File: src/design/sfu_pkg.sv
/*
  Constants shared by the special function unit: call numbers, cycle monitor
  figures and the layout of a shift-register record in data-block memory.
  Assumes a 20 MHz ref_clk; nothing else.
*/
package sfu_pkg;

  // call numbers
  localparam logic [7:0]  FN_FIRST         = 8'h28; // 40, lowest reserved number
  localparam logic [7:0]  FN_SIGN_EXT      = 8'hdc; // 220
  localparam logic [7:0]  FN_SET_CYCLE     = 8'hdd; // 221
  localparam logic [7:0]  FN_RETRIGGER     = 8'hde; // 222
  localparam logic [7:0]  FN_SYS_BYTE      = 8'he2; // 226
  localparam logic [7:0]  FN_CHECKSUM      = 8'he3; // 227
  localparam logic [7:0]  FN_SHIFT         = 8'hf1; // 241

  // cycle monitor
  localparam logic [11:0] LIMIT_DEFAULT_MS = 12'h096; // 150 ms
  localparam logic [31:0] LIMIT_MIN_MS     = 32'h0000_0001; // 1 ms
  localparam logic [31:0] LIMIT_MAX_MS     = 32'h0000_0fa0; // 4000 ms
  localparam int          CLK_HZ           = 20000000;
  localparam int          TICK_MS          = 1;
  localparam int          TICK_CYCLES      = CLK_HZ / 1000 * TICK_MS;

  // shift registers
  localparam logic [15:0] SR_FIRST         = 16'h00c0; // 192
  localparam logic [15:0] SR_LAST          = 16'h00ff; // 255
  localparam logic [7:0]  TAPS_MAX         = 8'h06;
  localparam logic [15:0] SR_STRIDE        = 16'h0110; // bytes per record
  localparam logic [3:0]  HDR_LEN          = 4'h0; // length minus one
  localparam logic [3:0]  HDR_FLAG         = 4'h1; // first flag byte
  localparam logic [3:0]  HDR_TAPS         = 4'h2; // tap count incl. base
  localparam logic [3:0]  HDR_GAP          = 4'h3; // gaps n2..n6 at 3..7
  localparam logic [3:0]  HDR_HEAD         = 4'h8; // physical slot of cell 1
  localparam logic [15:0] HDR_CELLS        = 16'h0009; // first cell byte

  // system program memory
  localparam int          SYS_DEPTH_DEFAULT = 65536;

endpackage

File: src/design/sfu_mon_if.sv
/*
  Link between the call sequencer and the cycle-time monitor.
  Assumes both ends run on ref_clk.
*/
`timescale 1ns/10ps
interface sfu_mon_if;
  logic        restart;
  logic        load;
  logic [11:0] new_limit;
  logic        violation;

  modport ctrl (output restart, output load, output new_limit, input violation);
  modport mon  (input restart, input load, input new_limit, output violation);
endinterface

File: src/design/sfu_cycle_mon.sv
/*
  Cycle-time monitor: millisecond timebase, limit register and violation flag.
  Assumes restart and load are one-cycle pulses from the sequencer.
*/
`timescale 1ns/10ps
module sfu_cycle_mon
  import sfu_pkg::*;
#(
  parameter int TICK_CYCLES_P = sfu_pkg::TICK_CYCLES
) (
  input  wire logic ref_clk,
  input  wire logic reset_n,
  sfu_mon_if.mon    mon
);
  import sfu_pkg::*;

  logic [31:0] tick_ff;
  logic [11:0] ms_ff;
  logic [11:0] limit_ff;
  logic        violation_ff;

  wire         tick    = (tick_ff == 32'(TICK_CYCLES_P - 1));
  wire  [11:0] ms_inc  = ms_ff + 12'h001;
  wire         hit     = tick && !violation_ff && (ms_inc >= limit_ff);

  assign mon.violation = violation_ff;

  always_ff @(posedge ref_clk or negedge reset_n) begin
    if (!reset_n) begin
      limit_ff <= LIMIT_DEFAULT_MS;
    end else if (mon.load) begin
      limit_ff <= mon.new_limit;
    end
  end

  always_ff @(posedge ref_clk or negedge reset_n) begin
    if (!reset_n) begin
      tick_ff <= 32'h0;
      ms_ff   <= 12'h000;
    end else if (mon.restart) begin
      tick_ff <= 32'h0;
      ms_ff   <= 12'h000;
    end else begin
      tick_ff <= tick ? 32'h0 : tick_ff + 32'h1;
      if (tick && !violation_ff) begin
        ms_ff <= ms_inc;
      end
    end
  end

  // set wins over a restart in the same cycle
  always_ff @(posedge ref_clk or negedge reset_n) begin
    if (!reset_n) begin
      violation_ff <= 1'b0;
    end else if (hit) begin
      violation_ff <= 1'b1;
    end else if (mon.restart) begin
      violation_ff <= 1'b0;
    end
  end

endmodule

File: src/design/sfu_top.sv
/*
  Special function unit: sequences numbered system calls from the user
  program (sign extension, cycle monitor control, system memory reads,
  circular byte shift registers). Assumes byte memories for system program,
  data blocks and flag bytes that return read data one cycle after the read
  strobe, and shift-register records already laid out in data-block memory.
*/
`timescale 1ns/10ps
module sfu_top
  import sfu_pkg::*;
#(
  parameter int TICK_CYCLES_P = sfu_pkg::TICK_CYCLES,
  parameter int SYS_AW        = 16,
  parameter int SYS_DEPTH     = sfu_pkg::SYS_DEPTH_DEFAULT
) (
  input  wire logic              ref_clk,
  input  wire logic              reset_n,
  input  wire logic              call_valid,
  input  wire logic [7:0]        call_num,
  input  wire logic [31:0]       accu1_in,
  input  wire logic [31:0]       accu2_in,
  output logic                   call_ready,
  output logic                   call_done,
  output logic [31:0]            accu1_out,
  output logic [31:0]            accu2_out,
  output logic                   special_function_fault,
  input  wire logic              cycle_restart,
  output logic                   cycle_time_violation,
  output logic                   sys_rd,
  output logic [SYS_AW-1:0]      sys_addr,
  input  wire logic [7:0]        sys_rdata,
  output logic                   db_rd,
  output logic                   db_wr,
  output logic [15:0]            db_addr,
  output logic [7:0]             db_wdata,
  input  wire logic [7:0]        db_rdata,
  output logic                   flag_rd,
  output logic                   flag_wr,
  output logic [7:0]             flag_addr,
  output logic [7:0]             flag_wdata,
  input  wire logic [7:0]        flag_rdata
);
  import sfu_pkg::*;

  typedef enum logic [3:0] {
    ST_SCAN   = 4'h0,
    ST_IDLE   = 4'h1,
    ST_SYS_A  = 4'h2,
    ST_SYS_B  = 4'h3,
    ST_HDR_A  = 4'h4,
    ST_HDR_B  = 4'h5,
    ST_CHECK  = 4'h6,
    ST_PUSH_A = 4'h7,
    ST_PUSH_B = 4'h8,
    ST_HEAD   = 4'h9,
    ST_PULL_A = 4'ha,
    ST_PULL_B = 4'hb
  } sfu_state_t;

  sfu_state_t      state_ff;
  sfu_state_t      nxt_state;
  logic [31:0]     accu1_ff;
  logic [31:0]     nxt_accu1;
  logic [31:0]     accu2_ff;
  logic [31:0]     nxt_accu2;
  logic            done_ff;
  logic            nxt_done;
  logic            fault_ff;
  logic            nxt_fault;
  logic [3:0]      idx_ff;
  logic [3:0]      nxt_idx;
  logic [15:0]     base_ff;
  logic [7:0]      len_m1_ff;
  logic [7:0]      flag_base_ff;
  logic [7:0]      taps_ff;
  logic [7:0]      gap_ff [1:5];
  logic [7:0]      head_ff;
  logic [15:0]     sum_ff;
  logic [SYS_AW:0] scan_addr_ff;
  logic            scan_pend_ff;

  sfu_mon_if mon_link ();

  sfu_cycle_mon #(
    .TICK_CYCLES_P (TICK_CYCLES_P)
  ) u_mon (
    .ref_clk (ref_clk),
    .reset_n (reset_n),
    .mon     (mon_link)
  );

  // call decode
  wire         take        = call_valid && (state_ff == ST_IDLE);
  wire         is_special  = (call_num >= FN_FIRST);
  wire         cyc_in_rng  = (accu1_in >= LIMIT_MIN_MS) && (accu1_in <= LIMIT_MAX_MS);
  wire  [15:0] sr_num      = accu1_in[15:0];
  wire         sr_in_rng   = (sr_num >= SR_FIRST) && (sr_num <= SR_LAST);
  wire  [15:0] sr_base     = 16'(32'(sr_num - SR_FIRST) * 32'(SR_STRIDE));
  wire         scan_issued = (scan_addr_ff == (SYS_AW + 1)'(SYS_DEPTH));

  // tap position inside the ring
  wire  [7:0]  tap_gap     = (idx_ff == 4'h0) ? 8'h00 : gap_ff[idx_ff[2:0]];
  wire  [8:0]  phys_sum    = {1'b0, head_ff} + {1'b0, tap_gap};
  wire  [8:0]  ring_len    = {1'b0, len_m1_ff} + 9'h001;
  wire  [8:0]  phys        = (phys_sum > {1'b0, len_m1_ff}) ? phys_sum - ring_len : phys_sum;
  wire  [15:0] cell_addr   = base_ff + HDR_CELLS + {7'h00, phys};
  wire  [15:0] hdr_addr    = base_ff + {12'h000, idx_ff};
  wire  [7:0]  head_next   = (head_ff == 8'h00) ? len_m1_ff : head_ff - 8'h01;
  wire         last_tap    = ({4'h0, idx_ff} + 8'h01) == taps_ff;
  wire         cfg_bad     = (len_m1_ff == 8'h00) || (taps_ff == 8'h00) ||
                             (taps_ff > TAPS_MAX);

  // memory strobes
  assign sys_rd     = ((state_ff == ST_SCAN) && !scan_issued) || (state_ff == ST_SYS_A);
  assign sys_addr   = (state_ff == ST_SCAN) ? scan_addr_ff[SYS_AW-1:0]
                                            : accu2_ff[SYS_AW-1:0];
  assign db_rd      = (state_ff == ST_HDR_A) || (state_ff == ST_PULL_A);
  assign db_wr      = (state_ff == ST_PUSH_B) || (state_ff == ST_HEAD);
  assign db_addr    = (state_ff == ST_HDR_A) ? hdr_addr :
                      (state_ff == ST_HEAD)  ? base_ff + {12'h000, HDR_HEAD} : cell_addr;
  assign db_wdata   = (state_ff == ST_HEAD) ? head_next : flag_rdata;
  assign flag_rd    = (state_ff == ST_PUSH_A);
  assign flag_wr    = (state_ff == ST_PULL_B);
  assign flag_addr  = flag_base_ff + {4'h0, idx_ff};
  assign flag_wdata = db_rdata;

  // cycle monitor control
  wire         set_cycle = take && (call_num == FN_SET_CYCLE) && cyc_in_rng;
  assign mon_link.load      = set_cycle;
  assign mon_link.new_limit = accu1_in[11:0];
  assign mon_link.restart   = cycle_restart || set_cycle ||
                              (take && (call_num == FN_RETRIGGER));
  assign cycle_time_violation = mon_link.violation;

  assign call_ready             = (state_ff == ST_IDLE);
  assign call_done              = done_ff;
  assign accu1_out              = accu1_ff;
  assign accu2_out              = accu2_ff;
  assign special_function_fault = fault_ff;

  always_comb begin
    nxt_state = state_ff;
    nxt_accu1 = accu1_ff;
    nxt_accu2 = accu2_ff;
    nxt_idx   = idx_ff;
    nxt_done  = 1'b0;
    nxt_fault = 1'b0;
    unique case (state_ff)
      ST_SCAN: begin
        if (scan_issued && !scan_pend_ff) begin
          nxt_state = ST_IDLE;
        end
      end
      ST_IDLE: begin
        if (take) begin
          nxt_accu1 = accu1_in;
          nxt_accu2 = accu2_in;
          nxt_done  = 1'b1;
          if (!is_special) begin
            nxt_fault = 1'b1;
          end else begin
            unique case (call_num)
              FN_SIGN_EXT: begin
                nxt_accu1 = {{16{accu1_in[15]}}, accu1_in[15:0]};
              end
              FN_SET_CYCLE: begin
                nxt_fault = !cyc_in_rng;
              end
              FN_RETRIGGER: begin
                nxt_fault = 1'b0;
              end
              FN_SYS_BYTE: begin
                nxt_done  = 1'b0;
                nxt_state = ST_SYS_A;
              end
              FN_CHECKSUM: begin
                nxt_accu2 = accu1_in;
                nxt_accu1 = {16'h0000, sum_ff};
              end
              FN_SHIFT: begin
                if (sr_in_rng) begin
                  nxt_done  = 1'b0;
                  nxt_idx   = 4'h0;
                  nxt_state = ST_HDR_A;
                end else begin
                  nxt_fault = 1'b1;
                end
              end
              default: begin
                nxt_fault = 1'b1;
              end
            endcase
          end
        end
      end
      ST_SYS_A: begin
        nxt_state = ST_SYS_B;
      end
      ST_SYS_B: begin
        nxt_accu2 = accu1_ff;
        nxt_accu1 = {24'h000000, sys_rdata};
        nxt_done  = 1'b1;
        nxt_state = ST_IDLE;
      end
      ST_HDR_A: begin
        nxt_state = ST_HDR_B;
      end
      ST_HDR_B: begin
        nxt_idx   = (idx_ff == HDR_HEAD) ? 4'h0 : idx_ff + 4'h1;
        nxt_state = (idx_ff == HDR_HEAD) ? ST_CHECK : ST_HDR_A;
      end
      ST_CHECK: begin
        if (cfg_bad) begin
          nxt_done  = 1'b1;
          nxt_fault = 1'b1;
          nxt_state = ST_IDLE;
        end else begin
          nxt_state = ST_PUSH_A;
        end
      end
      ST_PUSH_A: begin
        nxt_state = ST_PUSH_B;
      end
      ST_PUSH_B: begin
        nxt_idx   = last_tap ? 4'h0 : idx_ff + 4'h1;
        nxt_state = last_tap ? ST_HEAD : ST_PUSH_A;
      end
      ST_HEAD: begin
        nxt_state = ST_PULL_A;
      end
      ST_PULL_A: begin
        nxt_state = ST_PULL_B;
      end
      ST_PULL_B: begin
        nxt_idx   = last_tap ? 4'h0 : idx_ff + 4'h1;
        nxt_state = last_tap ? ST_IDLE : ST_PULL_A;
        nxt_done  = last_tap;
      end
      default: begin
        nxt_state = ST_IDLE;
      end
    endcase
  end

  always_ff @(posedge ref_clk or negedge reset_n) begin
    if (!reset_n) begin
      state_ff <= ST_SCAN;
      accu1_ff <= 32'h0;
      accu2_ff <= 32'h0;
      idx_ff   <= 4'h0;
      done_ff  <= 1'b0;
      fault_ff <= 1'b0;
    end else begin
      state_ff <= nxt_state;
      accu1_ff <= nxt_accu1;
      accu2_ff <= nxt_accu2;
      idx_ff   <= nxt_idx;
      done_ff  <= nxt_done;
      fault_ff <= nxt_fault;
    end
  end

  // checksum scan of the whole system memory after reset
  always_ff @(posedge ref_clk or negedge reset_n) begin
    if (!reset_n) begin
      scan_addr_ff <= '0;
      scan_pend_ff <= 1'b0;
      sum_ff       <= 16'h0000;
    end else if (state_ff == ST_SCAN) begin
      scan_pend_ff <= !scan_issued;
      if (!scan_issued) begin
        scan_addr_ff <= scan_addr_ff + (SYS_AW + 1)'(1);
      end
      if (scan_pend_ff) begin
        sum_ff <= sum_ff + {8'h00, sys_rdata};
      end
    end
  end

  // record header capture
  always_ff @(posedge ref_clk or negedge reset_n) begin
    if (!reset_n) begin
      base_ff      <= 16'h0000;
      len_m1_ff    <= 8'h00;
      flag_base_ff <= 8'h00;
      taps_ff      <= 8'h00;
      head_ff      <= 8'h00;
      for (int i = 1; i <= 5; i++) begin
        gap_ff[i] <= 8'h00;
      end
    end else begin
      if (take) begin
        base_ff <= sr_base;
      end
      if (state_ff == ST_HDR_B) begin
        unique case (idx_ff)
          HDR_LEN:  len_m1_ff    <= db_rdata;
          HDR_FLAG: flag_base_ff <= db_rdata;
          HDR_TAPS: taps_ff      <= db_rdata;
          HDR_HEAD: head_ff      <= db_rdata;
          default:  gap_ff[idx_ff[2:0] - 3'h2] <= db_rdata;
        endcase
      end
      if (state_ff == ST_HEAD) begin
        head_ff <= head_next;
      end
    end
  end

endmodule

File: config.mk
export PLATFORM = sky130hd
export DESIGN_NAME = sfu_top
export DESIGN_NICKNAME = d
export VERILOG_FILES = /design/src/design/sfu_pkg.sv /design/src/design/sfu_mon_if.sv /design/src/design/sfu_cycle_mon.sv /design/src/design/sfu_top.sv
export SDC_FILE = /design/constraint.sdc
export NUM_CORES = 1
export LEC_CHECK = 0
export ABC_AREA = 1
export BUFFER_PORTS_ARGS = -buffer_cell sky130_fd_sc_hd__buf_2
export CAP_MARGIN = 30
export CORE_ASPECT_RATIO = 1.2
export CORE_MARGIN = 2
export CORE_UTILIZATION = 48
export CTS_CLUSTER_SIZE = 24
export DETAILED_ROUTE_END_ITERATION = 10
export PLACE_DENSITY = 0.69
export SYNTH_ARGS = -nofsm -noshare
export SYNTH_HDL_FRONTEND = slang
export SYNTH_SLANG_ARGS = --single-unit
File: constraint.sdc
create_clock -name ref_clk -period 7.2 [get_ports ref_clk]
set_input_delay 0.72 -clock ref_clk [delete_from_list [all_inputs] [get_ports ref_clk]]
set_output_delay 0.72 -clock ref_clk [all_outputs]
set_load 0.02 [all_outputs]
==> results.toml, run 1 <==
[detailed_routing]
vias = 14100
avgRoutedWirePerCell_microns = 17.2
finalWirelength_microns = 43900
drc_errors = 0
dr.pass1.iters = 5
vias_per_cell = 5.50
drt-initial-drc-count = 986
drtAntennaViolNets = 0

[yosys]
avgSynthCellArea_sq_um = 7.92
syn_area_sq_um = 15200
ys.flop_type = "dfrtp_1"
synth_top_area_share_pct = 40.2
ys_warn_count = 0
netlist_top_cells_area = "dfrtp_1, nand2_1, o21ai_0"
synthCells = 1924
yosysMostFrequentCell = "nand2_1"
ys_seq_area_share_pct = 40.9
synth_edf_count = 0
synth_seq_cells = 249
async_flop_share_pct = 100
synth_commonest_cells = "nand2_1, dfrtp_1, inv_1"
synth_fp_nets = 2104
yosysTopAreaCell = "dfrtp_1"
synthDistinctLibCells = 56

[outcome]
outcome = "finished, final reports clean"

[setup_path]
critPathTopFamily = "compound AO/OA/AOI/OAI gates"
regToRegSetupSlack_ns = 3.58
critPathKind = "reg -> out"
cp.depth = 30
cp.arrival_ns = 5.84
rr_startpoint = "state_ff[1]"
critPathLaunch = "idx_ff[1]"
cp.required_ns = 6.48
cp-start-kind = "flop"
crit_end = "db_addr[7]"
crit_fanout = 9
regToRegEndpoint = "u_mon.ms_ff[3]"
r2r_cells = 10
endpoint_kind = "output port"
cpPeakStageDelay_ns = 0.46
path_buf_inv = 6
cp_slowest_cell = "dfrtp_2"

[clock_network]
clkLatencyLatePin_ns = 0.57
clock_path_buffers = 3
clkTransAtPathRegs_ns = 0.06
cts_made_buffers = 29
cts_tree = "yes"
root_buffer = "clkbuf_16"
cts_hold_buf = 0
htree_levels = 1
cts.sinks = 249

[timing]
final-hold-violation-count = 0
fin_crit_sh_pct = 91.2
setup_viol = 0
slew_viol_final = 0
slew_headroom_pct = 34.3
tightest_slew_ns = 0.985
skew_ns = 0.0211
rsz0062_at_grt = "false"
fmax_mhz = 152
post-route-min-period_ns = 6.56
finalSetupTns_ns = 0

[cells_and_area]
nets = 2313
area_growth_pct = 16.8
final_util_pct = 56.9
postLayoutCellArea_sq_um = 17800
drive_gt1_share_pct = 17.4
fillers = 2891
multi_input_area_sq_um = 7850
stdcell_count = 2557
antenna_cells = 0
regArea_sq_um = 6240

[placement]
place.gp.congestion = 0.924
place_inst = 2499
dpl_cell_area_sq_um = 16700
dp_hpwl_microns = 33000
port_buffers = 228

[global_route]
grt_pass1_wl_microns = 70200
overflow = 0
antenna_found_initial = 0
grt_max_degree = 129
track_usage_pct = 25.9
grt_pass1_vias = 13700

[floorplan]
std_cell_rows = 71
io_pins = 229
coreArea_sq_um = 31300
chipWidth_microns = 167
die_h_microns = 199
start_util_pct = 48.7
dieArea_sq_um = 33200

[flow_run]
drv_cap = 0

[worst_hold_path]
hp-class = "in -> async"
kinds of logic after synthesis:
family	after synthesis	synth area share, %
and+or+nand+nor	745	22.2
AOI/OAI and AO/OA	452	16.8
buffers and inverters	307	7.97
DFF	249	40.9
xor gates and xnor gates	91	5.23
adders and majority gates	80	6.82
worst min-delay path by stage:
stage	cells after the start	startpoint	slack, ns	to
floorplan	0	reset_n	0.42	accu1_out[0]
global placement	1	u_mon.tick_ff[0]	0.44	u_mon.tick_ff[0]
detailed placement	1	u_mon.tick_ff[0]	0.46	u_mon.tick_ff[0]
CTS	1	reset_n	0.29	scan_addr_ff[9]
global route	1	reset_n	0.29	scan_addr_ff[9]
finish	1	reset_n	0.21	scan_addr_ff[9]
registers in the layout, summed over array words and instances (netlist names), 12 cells and up:
name / cells
accu2_out: 32
base_ff: 12
u_mon.ms_ff: 12
u_mon.limit_ff: 12
sum_ff: 16
accu1_out: 32
scan_addr_ff: 17
u_mon.tick_ff: 32
gap_ff: 40
worst register-to-register path, delay by kind of cell, from the launching register on:
family,cells,cell delay [ns]
flops,1,0.45
compound gates,2,0.34
simple gates,5,2.23
buf+inv,3,0.45
layout by cell type (no fill, tap or decap), drive strengths merged, types with 7 or more instances in the layout:
cell type and instances:
nand2 361, xnor2 22, ha 75, nor4 25
a22oi 39, nor3 43, nor2 216, nor3b 7
buf 245, o211ai 12, clkinv 7, xor2 69
o22ai 9, nand4 23, dfrtp 245, a31oi 11
clkbuf 44, nand3 62, inv 238, o221ai 9
o21ai 246, a21oi 102
through the flow:
| step | hold WS, ns | setup slack, ns |
|---|---|---|
| after global routing | 0.294 | 0.00238 |
| after CTS | 0.287 | 0.128 |
| after global placement | 0.444 | 0.892 |
| final | 0.207 | 0.636 |
| after detailed placement | 0.462 | 0.752 |
| after floorplan | 0.424 | 1.18 |
cell type report:
| class | count | share of cell area (%) |
|---|---|---|
| multi-input cells | 1368 | 44.1 |
| flip-flops and latches | 249 | 35.0 |
| repair buffers | 245 | 7.31 |
| inverters | 240 | 5.10 |
| clock buffers | 44 | 4.67 |
| well taps | 401 | 2.82 |
| clock inverters | 10 | 0.949 |
layer usage:
| layer | routed length, microns | up-vias | GRT usage, % | share of wire, % |
|---|---|---|---|---|
| met2 | 21400 | 431 | 44.8 | 49 |
| met5 | 0 | - | 0 | 0 |
| met3 | 2330 | 125 | 3.53 | 5.3 |
| met1 | 18100 | 6685 | 32.5 | 41 |
| li1 | - | 6822 | - | - |
| met4 | 2060 | 0 | 11.5 | 4.7 |
repair_timing:
action                                  CTS  global route
gates resized for setup                   0            19
endpoints found under the hold margin     0             0
endpoints found under the setup margin    0            12
setup buffers                             0             4
Power of run 1 is not shown: default switching activity piles up to over one toggle a cycle in this logic, so the estimate is an artifact.
==> run 2, diff against run 1 <==
--- a/config.mk
+++ b/config.mk
@@ -8,12 +8,14 @@
 export ABC_AREA = 1
 export BUFFER_PORTS_ARGS = -buffer_cell sky130_fd_sc_hd__buf_2
 export CAP_MARGIN = 30
+export CELL_PAD_IN_SITES_DETAIL_PLACEMENT = 2
+export CELL_PAD_IN_SITES_GLOBAL_PLACEMENT = 2
 export CORE_ASPECT_RATIO = 1.2
 export CORE_MARGIN = 2
-export CORE_UTILIZATION = 48
+export CORE_UTILIZATION = 34
 export CTS_CLUSTER_SIZE = 24
 export DETAILED_ROUTE_END_ITERATION = 10
-export PLACE_DENSITY = 0.69
+export PLACE_DENSITY_LB_ADDON = 0.1
 export SYNTH_ARGS = -nofsm -noshare
 export SYNTH_HDL_FRONTEND = slang
 export SYNTH_SLANG_ARGS = --single-unit
==> run 2 against run 1 <==
  * Hold slack worse by 0.076 ns
  * Register-to-register slack worse by 0.17 ns
  * Non-clock buffer count is 1 higher
  * Sequential share of layout area is 0.62 points lower
  * Die area is 40% higher
  * Final area is 1.8% higher
  * Clock skew is 0.011 ns lower
  * Fmax is 1.7% lower
  * First-iteration DRC count is 54% lower
  * Worst setup slack worse by 0.11 ns
==> results.toml, run 2 (synthesis gave the netlist of run 1 again) <==
[detailed_routing]
drt-initial-drc-count = 450
finalWirelength_microns = 56800
dr.pass1.iters = 4
vias_per_cell = 5.29
avgRoutedWirePerCell_microns = 20.9
drtAntennaViolNets = 0
vias = 14400
drc_errors = 0

[clock_network]
clock_path_buffers = 3
cts_made_buffers = 31
cts_hold_buf = 0
cts_tree = "yes"
clkTransAtPathRegs_ns = 0.06
cts.sinks = 249
clkLatencyLatePin_ns = 0.58
htree_levels = 1
root_buffer = "clkbuf_16"

[cells_and_area]
drive_gt1_share_pct = 17.9
area_growth_pct = 18.9
nets = 2316
final_cell_mix = "nand2_1, dfrtp_1, buf_2"
largest_register = "gap_ff"
largest_reg_flops = 40
layout_commonest_cell = "nand2_1"

[floorplan]
chipWidth_microns = 197
dieArea_sq_um = 46500
die_h_microns = 236
io_pins = 229
start_util_pct = 34.6
coreArea_sq_um = 44000
std_cell_rows = 84

[global_route]
grt_pass1_vias = 16100
antenna_found_initial = 7
grt_pass1_wl_microns = 90100
track_usage_pct = 24.5
grt_max_degree = 159
overflow = 0

[placement]
port_buffers = 228
place.gp.congestion = 0.840
place_ws_ns = 0.424
dp_hpwl_microns = 42500

[flow_run]
drv_cap = 0

[setup_path]
cp.required_ns = 6.48
crit_fanout = 14
endpoint_kind = "output port"
critPathMostFrequentCell = "nand2_1"
critPathLaunch = "idx_ff[1]"
cpPeakStageDelay_ns = 0.46
critPathKind = "reg -> out"
cp-start-kind = "flop"
rr_startpoint = "state_ff[2]"
cp.arrival_ns = 5.96
cp_slowest_cell = "dfrtp_2"

[timing]
post-route-min-period_ns = 6.68
slew_viol_final = 0
fin_crit_sh_pct = 92.7
setup_viol = 0
layout_setup_ws_ns = 0.523
skew_ns = 0.0102
slew_headroom_pct = 36.8
fmax_mhz = 150
tightest_slew_ns = 0.948
final-hold-violation-count = 0

[worst_hold_path]
hp-class = "in -> async"

[outcome]
outcome = "finished, final reports clean"
==> run 2: final timing paths <==
path / cells after the start / slack (ns) / to
setup / recovery: 33 / 0.52 / db_addr[11]
hold / removal: 1 / 0.13 / u_mon.tick_ff[1]
setup reg to reg: 12 / 3.41 / u_mon.ms_ff[4]
hold reg to reg: 1 / 0.47 / u_mon.tick_ff[0]
max in group asynchronous: 2 / 5.68 / accu2_out[20]
min in group ref_clk: 3 / 0.42 / accu2_out[26]
==> run 2: cell type report <==
| cell class | count | area [sq um] |
|---|---|---|
| Fill cell | 5071 | 25900 |
| Multi-Input combinational cell | 1368 | 7870 |
| Sequential cell | 249 | 6240 |
| Timing Repair Buffer | 246 | 1310 |
| Inverter | 240 | 907 |
| Clock buffer | 41 | 883 |
| Tap cell | 559 | 699 |
| Clock inverter | 15 | 206 |
| Antenna cell | 3 | 7.51 |
==> run 2: stage by stage <==
stage	cells	utilization, %	setup TNS [ns]	cell area, sq um	hold slack (ns)
after floorplan	1924	-	0	15200	0.424
after global placement	2657	38.4	0	16900	0.457
after detailed placement	2658	38.4	0	16900	0.463
after CTS	2714	40.9	0	18000	0.162
after global routing	2721	41.1	-0.121	18100	0.185
final	2721	41.1	0	18100	0.130
==> run 2: metal layers <==
layer | global-route usage [%] | vias to the layer above | share of wire [%]
met5 | 0 | - | 0.085
met4 | 8.45 | 8 | 3.6
met3 | 2.90 | 103 | 2.9
met2 | 45.5 | 210 | 52
met1 | 28.8 | 7266 | 41
li1 | - | 6815 | -
==> run 2: timing repair <==
item / in CTS / in global routing
setup endpoints to repair: 8 / 11
cloned: 0 / 0
buffers inserted: 0 / 4
pin swaps: 0 / 4
resized for setup: 3 / 20
==> run 2: critical path, delay by kind of cell (launching register included) <==
family	cells	cell delay, ns
buffers and inverters	6	0.81
AND/OR/NAND/NOR	14	1.39
XOR/XNOR	1	0.25
adder cells (fa/ha/maj)	4	1.23
AO/OA/AOI/OAI	8	1.23
flip-flops	1	0.46
Power of run 2 is left out for the same reason.
